==> config.mk <==
export PLATFORM = sky130hd
export DESIGN_NAME = iex_exc_seq
export DESIGN_NICKNAME = d
export VERILOG_FILES = /design/src/verilog/iex_pkg.sv /design/src/verilog/iex_vec_decode.sv /design/src/verilog/iex_exc_seq.sv
export VERILOG_INCLUDE_DIRS = /design/src /design/src/verilog
export SDC_FILE = /design/constraint.sdc
export NUM_CORES = 2
export LEC_CHECK = 0
export ABC_CLOCK_PERIOD_IN_PS = 39600
export BUFFER_PORTS_ARGS = -buffer_cell sky130_fd_sc_hd__buf_2
export CELL_PAD_IN_SITES_DETAIL_PLACEMENT = 0
export CELL_PAD_IN_SITES_GLOBAL_PLACEMENT = 1
export CORE_ASPECT_RATIO = 2
export CORE_UTILIZATION = 43
export CTS_CLUSTER_DIAMETER = 200
export DETAILED_ROUTE_END_ITERATION = 6
export GPL_ROUTABILITY_DRIVEN = 0
export PLACE_DENSITY_LB_ADDON = 0.1
export SYNTH_ARGS = -nofsm -noshare
export SYNTH_HDL_FRONTEND = slang
export SYNTH_SLANG_ARGS = --single-unit
==> constraint.sdc <==
create_clock -name i_clk -period 39.6 [get_ports i_clk]
set_input_delay 5.94 -clock i_clk [delete_from_list [all_inputs] [get_ports i_clk]]
set_output_delay 5.94 -clock i_clk [all_outputs]
set_load 0.005 [all_outputs]
==> src/verilog/iex_defs.svh <==
// Offsets, field positions, vector numbers and reset values of the exception sequencer
`ifndef IEX_DEFS_SVH
`define IEX_DEFS_SVH
// =====================================================================
// Register map (byte addresses)
`define IEX_OFF_CTRL 8'h00
`define IEX_OFF_STATUS 8'h04
`define IEX_OFF_COUNT 8'h08
`define IEX_CTRL_RST 2'h1
// =====================================================================
// Flags word bit positions
`define IEX_FLAG_IF 9
`define IEX_FLAG_OF 11
// =====================================================================
// Vector numbers
`define IEX_VEC_BRKPT 8'h03
`define IEX_VEC_OVFL 8'h04
`define IEX_VEC_RANGE 8'h05
`define IEX_VEC_PREDEF_LO 8'h08
`define IEX_VEC_DBL_FAULT 8'h08
`define IEX_VEC_BAD_TASK 8'h0a
`define IEX_VEC_PAGE_FAULT 8'h0e
`define IEX_VEC_FPERR 8'h10
`define IEX_VEC_ALIGN 8'h11
`define IEX_VEC_SIMDFP 8'h13
`define IEX_VEC_USER 8'h20
// =====================================================================
// Stack slot sizes in bytes and frame lengths in slots
`define IEX_BYTES_REAL 64'h2
`define IEX_BYTES_PROT 64'h4
`define IEX_BYTES_LONG 64'h8
`define IEX_POP_SHORT 3'h3
`define IEX_POP_LONG 3'h5
`endif

==> src/verilog/iex_pkg.sv <==
// Types shared by the exception sequencer and its vector decoder
package iex_pkg;
    // =================================================================
    // Enumerations
    typedef enum logic [2:0] {
        IEX_OP_EVENT, IEX_OP_INTN, IEX_OP_INTO, IEX_OP_INT3,
        IEX_OP_BOUND, IEX_OP_FP, IEX_OP_INTR_RETURN_OP
    } iex_op_e;
    typedef enum logic [1:0] {IEX_MODE_REAL, IEX_MODE_PROT, IEX_MODE_LONG} iex_mode_e;
    typedef enum logic [1:0] {IEX_GATE_INTR, IEX_GATE_TRAP, IEX_GATE_TASK} iex_gate_e;
    typedef enum logic [2:0] {
        IEX_IDLE, IEX_LOOKUP, IEX_PUSH, IEX_ENTER, IEX_TASK, IEX_POP, IEX_DONE
    } iex_state_e;
    // =================================================================
    // Carriers
    typedef struct packed {
        iex_op_e op;
        logic [7:0] vector;
        logic [31:0] err_code;
        logic bound_out;
        logic [5:0] fp_cond;
        logic fp_simd;
    } iex_req_s;
    typedef struct packed {
        logic [31:0] flags_word;
        logic [15:0] cs;
        logic [63:0] instr_pointer;
        logic [15:0] ss;
        logic [63:0] wide_stack_pointer;
        logic [1:0] current_priv_level;
    } iex_arch_s;
    typedef struct packed {
        iex_gate_e kind;
        logic [15:0] cs;
        logic [63:0] ip;
        logic [1:0] dpl;
        logic [15:0] tss_ss;
        logic [63:0] tss_sp;
    } iex_gate_s;
    typedef struct packed {
        iex_state_e st;
        iex_mode_e mode;
        logic [7:0] vec;
        logic err;
        logic [31:0] ecode;
        iex_arch_s arch;
        iex_gate_s gate;
        logic sw;
        logic [5:0][63:0] fr;
        logic [2:0] n;
        logic [2:0] idx;
        logic [63:0] maddr;
        logic [63:0] mdata;
        logic fault;
        logic ack;
        logic [31:0] rdata;
        logic [31:0] cnt;
    } iex_state_s;
endpackage : iex_pkg

==> src/verilog/iex_vec_decode.sv <==
// Decoder from a pipeline request to the vector it dispatches
`include "iex_defs.svh"
module iex_vec_decode (
    // Request
    input wire iex_pkg::iex_req_s i_req,
    input wire logic i_overflow_flag,
    // Decision
    output logic o_fire,
    output logic [7:0] o_vector,
    output logic o_has_err
);
    // =================================================================
    // Error-code lookup
    function automatic logic err_lookup(input logic [7:0] v);
        err_lookup = (v == `IEX_VEC_DBL_FAULT) || (v == `IEX_VEC_ALIGN)
            || (v >= `IEX_VEC_BAD_TASK && v <= `IEX_VEC_PAGE_FAULT);
    endfunction : err_lookup

    // =================================================================
    // Dispatch decision per operation
    always_comb begin
        o_fire = 1'b1;
        o_vector = i_req.vector;
        o_has_err = 1'b0;
        case (i_req.op)
            iex_pkg::IEX_OP_EVENT: begin
                o_has_err = err_lookup(i_req.vector); // [RL25]
            end
            iex_pkg::IEX_OP_INTN: begin
                o_fire = 1'b1; // Any vector, same path as an event [RL16]
            end
            iex_pkg::IEX_OP_INTO: begin
                o_fire = i_overflow_flag; // [RL17]
                o_vector = `IEX_VEC_OVFL;
            end
            iex_pkg::IEX_OP_INT3: begin
                o_vector = `IEX_VEC_BRKPT; // [RL18]
            end
            iex_pkg::IEX_OP_BOUND: begin
                o_fire = i_req.bound_out; // [RL19]
                o_vector = `IEX_VEC_RANGE;
            end
            iex_pkg::IEX_OP_FP: begin
                o_fire = |i_req.fp_cond; // [RL20]
                o_vector = i_req.fp_simd ? `IEX_VEC_SIMDFP : `IEX_VEC_FPERR;
            end
            default: begin
                o_fire = 1'b0;
            end
        endcase
    end
endmodule : iex_vec_decode

==> src/verilog/iex_exc_seq.sv <==
// Exception entry and return sequencer with its Avalon-MM register slave
//
// What this block does
// [RL1] Same-level handler keeps current stack; more privileged handler switches stack.
// [RL2] Without switch push flags word, code selector, then instruction pointer.
// [RL3] Without switch push error code after instruction pointer when vector has one.
// [RL4] After pushes load code selector and pointer from gate, then run handler.
// [RL5] Interrupt gate entry clears interrupt enable before handler starts.
// [RL6] Switching entry first holds old stack, flags, code selector, pointer.
// [RL7] Switching entry takes new stack pointer from task state block, and the selector too outside 64-bit mode.
// [RL8] Then push held stack selector, pointer, flags, code selector, pointer in order.
// [RL9] Switching entry pushes error code after the five saved values.
// [RL10] Interrupt return also reloads the flags word.
// [RL11] Same-level return restores selector, pointer, flags, pops frame, resumes.
// [RL12] Cross-level return checks privilege in protected mode only, restores, then reloads old stack.
// [RL13] Task gate triggers a full task switch that saves and restores state.
// [RL14] Real mode indexes a pointer table by vector and far-calls the entry.
// [RL15] Real mode pushes flags, selector, pointer, error code; returns by interrupt return.
// [RL16] Software vector call dispatches any vector like a hardware event.
// [RL17] Overflow trap raises vector 4 only when overflow flag is set.
// [RL18] Breakpoint operation always dispatches to the breakpoint handler.
// [RL19] Range check raises vector 5 when operand is out of bounds; never implicit.
// [RL20] Six fp conditions: legacy unit gives fp error, packed SIMD gives SIMD fp.
// [RL21] In 64-bit mode every push is an 8-byte zero-extended slot.
// [RL22] 64-bit mode always pushes stack; new stack selector null on level change.
// [RL23] Vectors 32 to 255 are maskable user interrupts; lower ones predefined.
// [RL24] Trap gate entry leaves interrupt enable unchanged.
// [RL25] A fixed per-vector lookup decides whether an error code is pushed.
`include "iex_defs.svh"
module iex_exc_seq #(
    parameter int ADDR_W = 8
) (
    // Clock and reset
    input wire logic i_clk,
    input wire logic i_rst,
    // Avalon-MM slave
    input wire logic [ADDR_W-1:0] i_avs_address,
    input wire logic i_avs_read,
    input wire logic i_avs_write,
    input wire logic [31:0] i_avs_writedata,
    output logic [31:0] o_avs_readdata,
    output logic o_avs_waitrequest,
    // Pipeline request and result
    input wire logic i_req_valid,
    input wire iex_pkg::iex_req_s i_req,
    input wire iex_pkg::iex_arch_s i_arch,
    output logic o_req_ready,
    output logic o_done,
    output logic o_fault,
    output iex_pkg::iex_arch_s o_arch,
    // Descriptor table lookup
    output logic o_tbl_valid,
    output logic [7:0] o_tbl_vector,
    output logic o_tbl_real,
    input wire logic i_tbl_ready,
    input wire iex_pkg::iex_gate_s i_gate,
    // Task switch unit
    output logic o_task_valid,
    output logic [7:0] o_task_vector,
    input wire logic i_task_done,
    // Stack memory
    output logic o_mem_valid,
    output logic o_mem_write,
    output logic [63:0] o_mem_addr,
    output logic [63:0] o_mem_wdata,
    input wire logic i_mem_ready,
    input wire logic [63:0] i_mem_rdata
);
    // =================================================================
    // Helpers
    function automatic logic [63:0] slot_bytes(input iex_pkg::iex_mode_e m);
        case (m)
            iex_pkg::IEX_MODE_REAL: slot_bytes = `IEX_BYTES_REAL;
            iex_pkg::IEX_MODE_LONG: slot_bytes = `IEX_BYTES_LONG; // [RL21]
            default: slot_bytes = `IEX_BYTES_PROT;
        endcase
    endfunction : slot_bytes

    // Zero-extend to the slot width of the mode
    function automatic logic [63:0] fit(input iex_pkg::iex_mode_e m, input logic [63:0] v);
        case (m)
            iex_pkg::IEX_MODE_REAL: fit = {48'h0, v[15:0]};
            iex_pkg::IEX_MODE_LONG: fit = v; // [RL21]
            default: fit = {32'h0, v[31:0]};
        endcase
    endfunction : fit

    // =================================================================
    // Decoder
    logic dec_fire;
    logic [7:0] dec_vec;
    logic dec_err;

    iex_vec_decode u_dec (
        .i_req(i_req),
        .i_overflow_flag(i_arch.flags_word[`IEX_FLAG_OF]),
        .o_fire(dec_fire),
        .o_vector(dec_vec),
        .o_has_err(dec_err)
    );

    // =================================================================
    // State
    iex_pkg::iex_state_s s;
    iex_pkg::iex_state_s next_s;
    logic [63:0] w;
    logic bus_req;
    logic push_ss;
    logic [2:0] k;
    logic [63:0] v;
    logic [1:0] rpl;

    assign w = slot_bytes(s.mode);
    assign bus_req = i_avs_read | i_avs_write;

    // Next-state logic for bus slave and sequencer
    always_comb begin
        next_s = s;
        push_ss = 1'b0;
        k = 3'h0;
        v = fit(s.mode, i_mem_rdata);
        rpl = s.fr[1][1:0];
        // One wait state: data latched on the request cycle, answered on the next
        next_s.ack = bus_req & ~s.ack;
        if (bus_req && !s.ack) begin
            case (i_avs_address)
                `IEX_OFF_CTRL: next_s.rdata = {30'h0, s.mode};
                `IEX_OFF_STATUS: next_s.rdata = {16'h0, s.vec, 5'h0,
                    (s.vec >= `IEX_VEC_USER), s.fault, (s.st != iex_pkg::IEX_IDLE)}; // [RL23]
                `IEX_OFF_COUNT: next_s.rdata = s.cnt;
                default: next_s.rdata = 32'h0;
            endcase
        end
        if (s.ack && i_avs_write && i_avs_address == `IEX_OFF_CTRL) begin
            next_s.mode = iex_pkg::iex_mode_e'(i_avs_writedata[1:0]);
        end
        case (s.st)
            iex_pkg::IEX_IDLE: begin
                if (i_req_valid) begin
                    next_s.arch = i_arch;
                    next_s.vec = dec_vec;
                    next_s.err = dec_err;
                    next_s.ecode = i_req.err_code;
                    next_s.fault = 1'b0;
                    next_s.idx = 3'h0;
                    next_s.sw = 1'b0;
                    if (i_req.op == iex_pkg::IEX_OP_INTR_RETURN_OP) begin
                        next_s.n = `IEX_POP_SHORT; // [RL10]
                        next_s.maddr = i_arch.wide_stack_pointer;
                        next_s.st = iex_pkg::IEX_POP;
                    end else if (dec_fire) begin
                        next_s.st = iex_pkg::IEX_LOOKUP; // [RL16]
                    end else begin
                        next_s.st = iex_pkg::IEX_DONE; // Nothing raised [RL17] [RL19]
                    end
                end
            end
            iex_pkg::IEX_LOOKUP: begin
                if (i_tbl_ready) begin
                    next_s.gate = i_gate;
                    next_s.cnt = s.cnt + 32'h1;
                    if (s.mode != iex_pkg::IEX_MODE_REAL
                        && i_gate.kind == iex_pkg::IEX_GATE_TASK) begin
                        next_s.st = iex_pkg::IEX_TASK; // [RL13]
                    end else begin
                        // Old state is held in the frame slots before any change [RL6]
                        if (s.mode != iex_pkg::IEX_MODE_REAL) begin
                            next_s.sw = i_gate.dpl < s.arch.current_priv_level; // [RL1]
                        end
                        push_ss = next_s.sw || s.mode == iex_pkg::IEX_MODE_LONG; // [RL22]
                        if (push_ss) begin
                            next_s.fr[0] = {48'h0, s.arch.ss}; // [RL8]
                            next_s.fr[1] = s.arch.wide_stack_pointer;
                            k = 3'h2;
                        end
                        next_s.fr[k] = {32'h0, s.arch.flags_word}; // [RL2] [RL15]
                        next_s.fr[k + 3'h1] = {48'h0, s.arch.cs};
                        next_s.fr[k + 3'h2] = s.arch.instr_pointer;
                        next_s.fr[k + 3'h3] = {32'h0, s.ecode}; // [RL3] [RL9]
                        next_s.n = k + 3'h3 + {2'h0, s.err};
                        if (next_s.sw) begin
                            // New level's stack from the task state block [RL7]
                            next_s.arch.wide_stack_pointer = i_gate.tss_sp;
                            next_s.arch.ss = (s.mode == iex_pkg::IEX_MODE_LONG)
                                ? 16'h0 : i_gate.tss_ss; // [RL22]
                        end
                        next_s.maddr = fit(s.mode, next_s.arch.wide_stack_pointer - w);
                        next_s.mdata = fit(s.mode, next_s.fr[0]);
                        next_s.st = iex_pkg::IEX_PUSH;
                    end
                end
            end
            iex_pkg::IEX_PUSH: begin
                if (i_mem_ready) begin
                    next_s.arch.wide_stack_pointer = s.maddr;
                    next_s.idx = s.idx + 3'h1;
                    next_s.maddr = fit(s.mode, s.maddr - w);
                    next_s.mdata = fit(s.mode, s.fr[s.idx + 3'h1]);
                    if (s.idx + 3'h1 == s.n) begin
                        next_s.st = iex_pkg::IEX_ENTER;
                    end
                end
            end
            iex_pkg::IEX_ENTER: begin
                // Real mode: gate fields hold the table entry [RL14]
                next_s.arch.cs = s.gate.cs; // [RL4]
                next_s.arch.instr_pointer = s.gate.ip;
                if (s.mode == iex_pkg::IEX_MODE_REAL || s.gate.kind == iex_pkg::IEX_GATE_INTR) begin
                    next_s.arch.flags_word[`IEX_FLAG_IF] = 1'b0; // [RL5] [RL24]
                end
                if (s.sw) begin
                    next_s.arch.current_priv_level = s.gate.dpl;
                end
                next_s.st = iex_pkg::IEX_DONE;
            end
            iex_pkg::IEX_TASK: begin
                // State save and restore belong to the task switch unit [RL13]
                if (i_task_done) begin
                    next_s.st = iex_pkg::IEX_DONE;
                end
            end
            iex_pkg::IEX_POP: begin
                if (i_mem_ready) begin
                    next_s.fr[s.idx] = v;
                    next_s.idx = s.idx + 3'h1;
                    next_s.maddr = fit(s.mode, s.maddr + w);
                    if (s.idx == 3'h1 && s.mode == iex_pkg::IEX_MODE_PROT
                        && v[1:0] < s.arch.current_priv_level) begin
                        next_s.fault = 1'b1; // Privilege check, frame left unused [RL12]
                        next_s.st = iex_pkg::IEX_DONE;
                    end
                    if (s.idx == 3'h2 && (s.mode == iex_pkg::IEX_MODE_LONG
                        || (s.mode == iex_pkg::IEX_MODE_PROT
                        && rpl != s.arch.current_priv_level))) begin
                        next_s.n = `IEX_POP_LONG; // [RL12]
                    end
                    if (s.idx + 3'h1 == next_s.n) begin
                        next_s.arch.instr_pointer = s.fr[0]; // [RL11]
                        next_s.arch.cs = s.fr[1][15:0];
                        next_s.arch.flags_word = (s.idx == 3'h2) ? v[31:0] : s.fr[2][31:0];
                        next_s.arch.wide_stack_pointer = fit(s.mode, s.maddr + w);
                        if (s.idx == 3'h4) begin
                            next_s.arch.wide_stack_pointer = s.fr[3]; // [RL12]
                            next_s.arch.ss = v[15:0];
                            if (s.mode == iex_pkg::IEX_MODE_PROT) begin
                                next_s.arch.current_priv_level = rpl;
                            end
                        end
                        next_s.st = iex_pkg::IEX_DONE;
                    end
                end
            end
            iex_pkg::IEX_DONE: begin
                next_s.st = iex_pkg::IEX_IDLE;
            end
            default: begin
                next_s.st = iex_pkg::IEX_IDLE;
            end
        endcase
    end

    // State register
    always_ff @(posedge i_clk or posedge i_rst) begin
        if (i_rst) begin
            s <= '0;
            s.mode <= iex_pkg::iex_mode_e'(`IEX_CTRL_RST);
        end else begin
            s <= next_s;
        end
    end

    // =================================================================
    // Outputs
    assign o_avs_waitrequest = bus_req & ~s.ack;
    assign o_avs_readdata = s.rdata;
    assign o_req_ready = s.st == iex_pkg::IEX_IDLE;
    assign o_done = s.st == iex_pkg::IEX_DONE;
    assign o_fault = o_done & s.fault;
    assign o_arch = s.arch;
    assign o_tbl_valid = s.st == iex_pkg::IEX_LOOKUP;
    assign o_tbl_vector = s.vec;
    assign o_tbl_real = s.mode == iex_pkg::IEX_MODE_REAL;
    assign o_task_valid = s.st == iex_pkg::IEX_TASK;
    assign o_task_vector = s.vec;
    assign o_mem_valid = s.st == iex_pkg::IEX_PUSH || s.st == iex_pkg::IEX_POP;
    assign o_mem_write = s.st == iex_pkg::IEX_PUSH;
    assign o_mem_addr = s.maddr;
    assign o_mem_wdata = s.mdata;

    logic pushing;
    assign pushing = s.st == iex_pkg::IEX_PUSH && i_mem_ready;
endmodule : iex_exc_seq

Word level (Yosys, flattened, before mapping). Cells that the tools add are included.

Bits in registers: 909. Input port bits: 521. Output and inout bits: 379.

Multiplexer cells: 98. Bitwise gates (word level): 4. Reduce and logical (&&, ||, !) cells: 54. Equality and inequality tests: 41. $lt $le $gt $ge: 16. Add/subtract/negate cells: 9.

Operators with widths (number): bitwise mux 384 bit (5); demux 64 bit (select 3 bit) (5); one-hot mux 64 bit (2 select lines) (7); 2-to-1 mux 388 bit (2); 2-to-1 mux 128 bit (6); one-hot mux 384 bit (2 select lines) (1); 2-to-1 mux 194 bit (3); 2-to-1 mux 64 bit (8); one-hot mux 64 bit (4 select lines) (2); 2-to-1 mux 80 bit (6); 2-to-1 mux 454 bit (1); one-hot mux 80 bit (3 select lines) (1); binary-select mux 64 bit (select 3 bit) (1); 2-to-1 mux 131 bit (1); subtractor 64 bit (2); one-hot mux 32 bit (3 select lines) (1); 2-to-1 mux 82 bit (1); 2-to-1 mux 70 bit (1); adder 64 bit (1); 2-to-1 mux 3 bit (18); one-hot mux 16 bit (3 select lines) (1); one-hot mux 22 bit (2 select lines) (1); adder 32 x 1 -> 32 bit (second input constant) (1); 2-to-1 mux 32 bit (1); other kinds (54) (145).

Longest topological paths before layout.
Depth after elaboration: 22. Mapped depth: 22. Depth with buffers taken out: 17.

Hierarchy. A second synthesis with hierarchy kept.

Cells, all modules: 6332. Area, all modules: 54317.1 um^2.

By module, submodules not included: iex_exc_seq (cells each 6293, seq. area each 22748.1 um^2, instances 1, area an instance 54066.9 um^2); iex_vec_decode (cells each 39, seq. area each 0.0 um^2, instances 1, area an instance 250.2 um^2).

Worst setup path before layout. No wires, ideal clock.

Kind: in2out. Start: input i_avs_read. End: output o_avs_waitrequest. Cell stages on the path: 5. Path buffers: 2. Data arrival time: 6.796 ns. Setup slack: 26.864 ns. Cell sequence: nor2_1 > or2_2 > clkbuf_1 > inv_1 > buf_1.

Word-level cells in the longest chain between the ends: 2.

Ends and longest elaborated chain: start: declaration (line iex_exc_seq.sv:38) `input wire logic i_avs_read,`; bitwise OR 1 bit (line iex_exc_seq.sv:114) `assign bus_req = i_avs_read | i_avs_write;`; AND 1 bit (line iex_exc_seq.sv:274) `assign o_avs_waitrequest = bus_req & ~s.ack;`; end: declaration (line iex_exc_seq.sv:42) `output logic o_avs_waitrequest,`.

Every way passes these cells.

Worst setup path after layout.
Start: input i_avs_write. End: output o_avs_waitrequest.

Word-level cells in the longest chain between the ends: 2.

Ends and longest elaborated chain: start: declaration (line iex_exc_seq.sv:39) `input wire logic i_avs_write,`; bitwise OR 1 bit (line iex_exc_seq.sv:114); AND 1 bit (line iex_exc_seq.sv:274).

Every way passes these cells.

==> flow_metrics.env <==
export IMPL_drt_iter0_markers=5721
export IMPL_endpoint_kind="output pin"
export IMPL_cts_hold_buffers=0
export IMPL_clock_latency_ps=740
export IMPL_core_area_um2=125500
export IMPL_clk_path_buf_depth=3
export IMPL_p_per_area_nw_per_um2=87.49
export IMPL_async_flop_share=1.000
export IMPL_layout_drive_gt1_share=0.2188
export IMPL_crit_required_ps=33660
export IMPL_clock_skew_ps=28.44
export IMPL_cpMostUsedCell="buf_2"
export IMPL_io_pins=900
export IMPL_seqPwrFrac=0.349
export IMPL_path_max_fanout=34
export IMPL_firstDrtPassIters=7
export IMPL_p_comb_frac=0.477
export IMPL_slew_headroom=0.1242
export IMPL_synth_ff_type="dfrtp_1"
export IMPL_status="finished, violations left"
export IMPL_use_met2=0.6780
export IMPL_yosysWarnings=0
export IMPL_rsz0062_at_grt="false"
export IMPL_viasPerCell=6.392
export IMPL_syn_to_final_growth_pct=11.07
export IMPL_cp_arrival_ps=7250
export IMPL_cp_slowest_cell="or2_2"
export IMPL_cap_violations=0
export IMPL_path_class="in -> out"
export IMPL_wl_per_cell_um=33.05
export IMPL_period_needed_ps=13190
export IMPL_synth_distinct_cells=91
export IMPL_postCtsResizedCells=0
export IMPL_htree_levels=3
export IMPL_switching_share=0.4914
export IMPL_antenna_found_initial=80
export IMPL_clock_root_buffer="clkbuf_16"
export IMPL_path_delay_family="buffers and inverters"
export IMPL_fin_tns_setup_ps=0
export IMPL_cellInternalPower_mw=2.684
export IMPL_fillers=12400
export IMPL_power_switching_mw=2.594
export IMPL_synth_largest_area_cell="dfrtp_1"
export IMPL_cts_sinks=909
export IMPL_yosysTopAreaCellShare=0.4184
export IMPL_wl_um=271400
export IMPL_die_w_um=253.3
export IMPL_netlist_area_um2=54310
export IMPL_route_detailed_drc=9
export IMPL_grt_overflow=0
export IMPL_cp_start_kind="primary input"
export IMPL_syn_instance_count=6255
export IMPL_netlist_top_cells_count="nand2_1 (946), dfrtp_1 (908), a21oi_1 (582)"
export IMPL_grt_max_degree=117
export IMPL_worst_slack_ps=26410
export IMPL_grtUsageMet3=0.1066
export IMPL_track_usage=0.4190
export IMPL_crit_buf_inv=4
export IMPL_violations="DRC"
export IMPL_path_cells="buf_2 -> nor2_1 -> or2_2 -> inv_1 -> buf_4 -> buf_2"
export IMPL_numCtsBuffers=90
export IMPL_leakagePower_nw=25.68
export IMPL_die_height_um=504.6
export IMPL_fin_nets=6977
export IMPL_clock_fmax_mhz=75.81
export IMPL_hp_class="reg -> reg"
export IMPL_syn_num_nets=6796
export IMPL_top_usage_layer="met2"
export IMPL_synth_area_top_cells="dfrtp_1 (42%), nand2_1 (6.5%), a21oi_1 (5.4%)"
export IMPL_clkPwrFrac=0.174
export IMPL_yosysSeqAreaShare=0.4188
export IMPL_ir_drop_uv=63.64
export IMPL_yosysMostFrequentCell="nand2_1"
export IMPL_clk_pin_slew_ps=70
export IMPL_portBuffers=869
export IMPL_vias=52490
export IMPL_hpwl_um=194500
export IMPL_setup_viol=0
export IMPL_timing_final_crit_share=0.3331
export IMPL_grt_util_met1=0.4406
export IMPL_tightestPinTransition_ps=1311
export IMPL_grt_pass1_vias=51800
export IMPL_dieArea_um2=127800
export IMPL_place_ws_ps=26420
export IMPL_start_util=0.4329
export IMPL_post_cts_buffers=0
export IMPL_ant_nets=0
export IMPL_synth_area_per_cell_um2=8.683
export IMPL_final_hold_viol_count=0
export IMPL_drv_slew=0
export IMPL_cts_tree="built"
export IMPL_synth_edf_count=0
export IMPL_critPathMaxStageDelay_ps=540
export IMPL_num_rows=184
export IMPL_grt_first_pass_wirelength_um=382000
export IMPL_ys_seq_elements=909
-- final cells by class --
type | count | area [um^2] | area share
clock inverter | 27 | 399.1 | 0.006616
multi-input combinational | 4403 | 26940 | 0.4465
tap | 1674 | 2095 | 0.03472
inverter | 42 | 166.4 | 0.002759
clock buffer | 128 | 2595 | 0.04302
sequential | 909 | 22750 | 0.3772
antenna | 39 | 97.59 | 0.001618
timing repair buffer | 990 | 5283 | 0.08757
-- metal layers --
metal	share of wire	routed length, um
met5	0.0015	407
met4	0.11	30690
met3	0.090	24550
met2	0.47	126900
met1	0.33	88860
-- path summary, 6_finish.rpt --
kind	to	slack (ps)	from	cells after the start
worst max-delay path	o_avs_waitrequest	26410	i_avs_write	6
min in group asynchronous	o_mem_addr[50]	5300	i_rst	2
worst min register to register	o_avs_readdata[25]	470	o_avs_readdata[25]	2
worst min-delay path	o_avs_readdata[25]	470	o_avs_readdata[25]	2
max in group asynchronous	o_arch[111]	30380	i_rst	6
worst max register to register	o_mem_addr[59]	32690	s[984]	18
-- flip-flops by register name, indices dropped and copies added (netlist names) --
signal and count:
o_arch 194, o_avs_readdata 32, o_mem_addr 64, o_mem_wdata 64, o_task_vector 8, rpl 2, s 545
-- tightest hold or removal path, cell delays in order, from the launching register on --
cell and delay [ps]:
dfrtp_1 340, nand2_1 40, o21ai_0 50
-- through the flow --
step	power [mW]	hold WS [ps]	util	instances	cell area (um^2)
finish	5.278	469.8	0.4808	8212	60320
global route	5.509	492.1	0.4802	8185	60260
CTS	5.217	475.5	0.4800	8173	60230
detailed placement	4.298	460.6	0.4561	8018	57230
global placement	4.252	456.1	0.4561	8018	57230
floorplan	3.332	441.5	-	6255	54310
-- logic make-up after synthesis --
group | share of synthesized area
buf+inv | 0.09144
flops | 0.4188
xor+xnor | 0.02838
fa+ha+maj | 0.005022
compound gates | 0.2153
simple gates | 0.1589
mux | 0.08208
-- layout by cell type, fill, tap and decap left out, drive strengths merged, types with 139 or more instances in the layout --
cell   instances
nand2        946
o21ai        453
nor3         156
mux2         139
buf          990
dfrtp        908
a21oi        582
a22oi        166
mux2i        145
nor2         553
-- power groups by stage --
stage               clock (mW)  sequential (mW)  combinational, mW
finish                   0.918             1.84               2.52
global route             0.959             1.85               2.70
CTS                      0.928             1.82               2.47
detailed placement           0             1.83               2.47
global placement             0             1.82               2.43
floorplan                    0             1.51               1.82
Note: power is estimated with default switching activity, not from simulation.
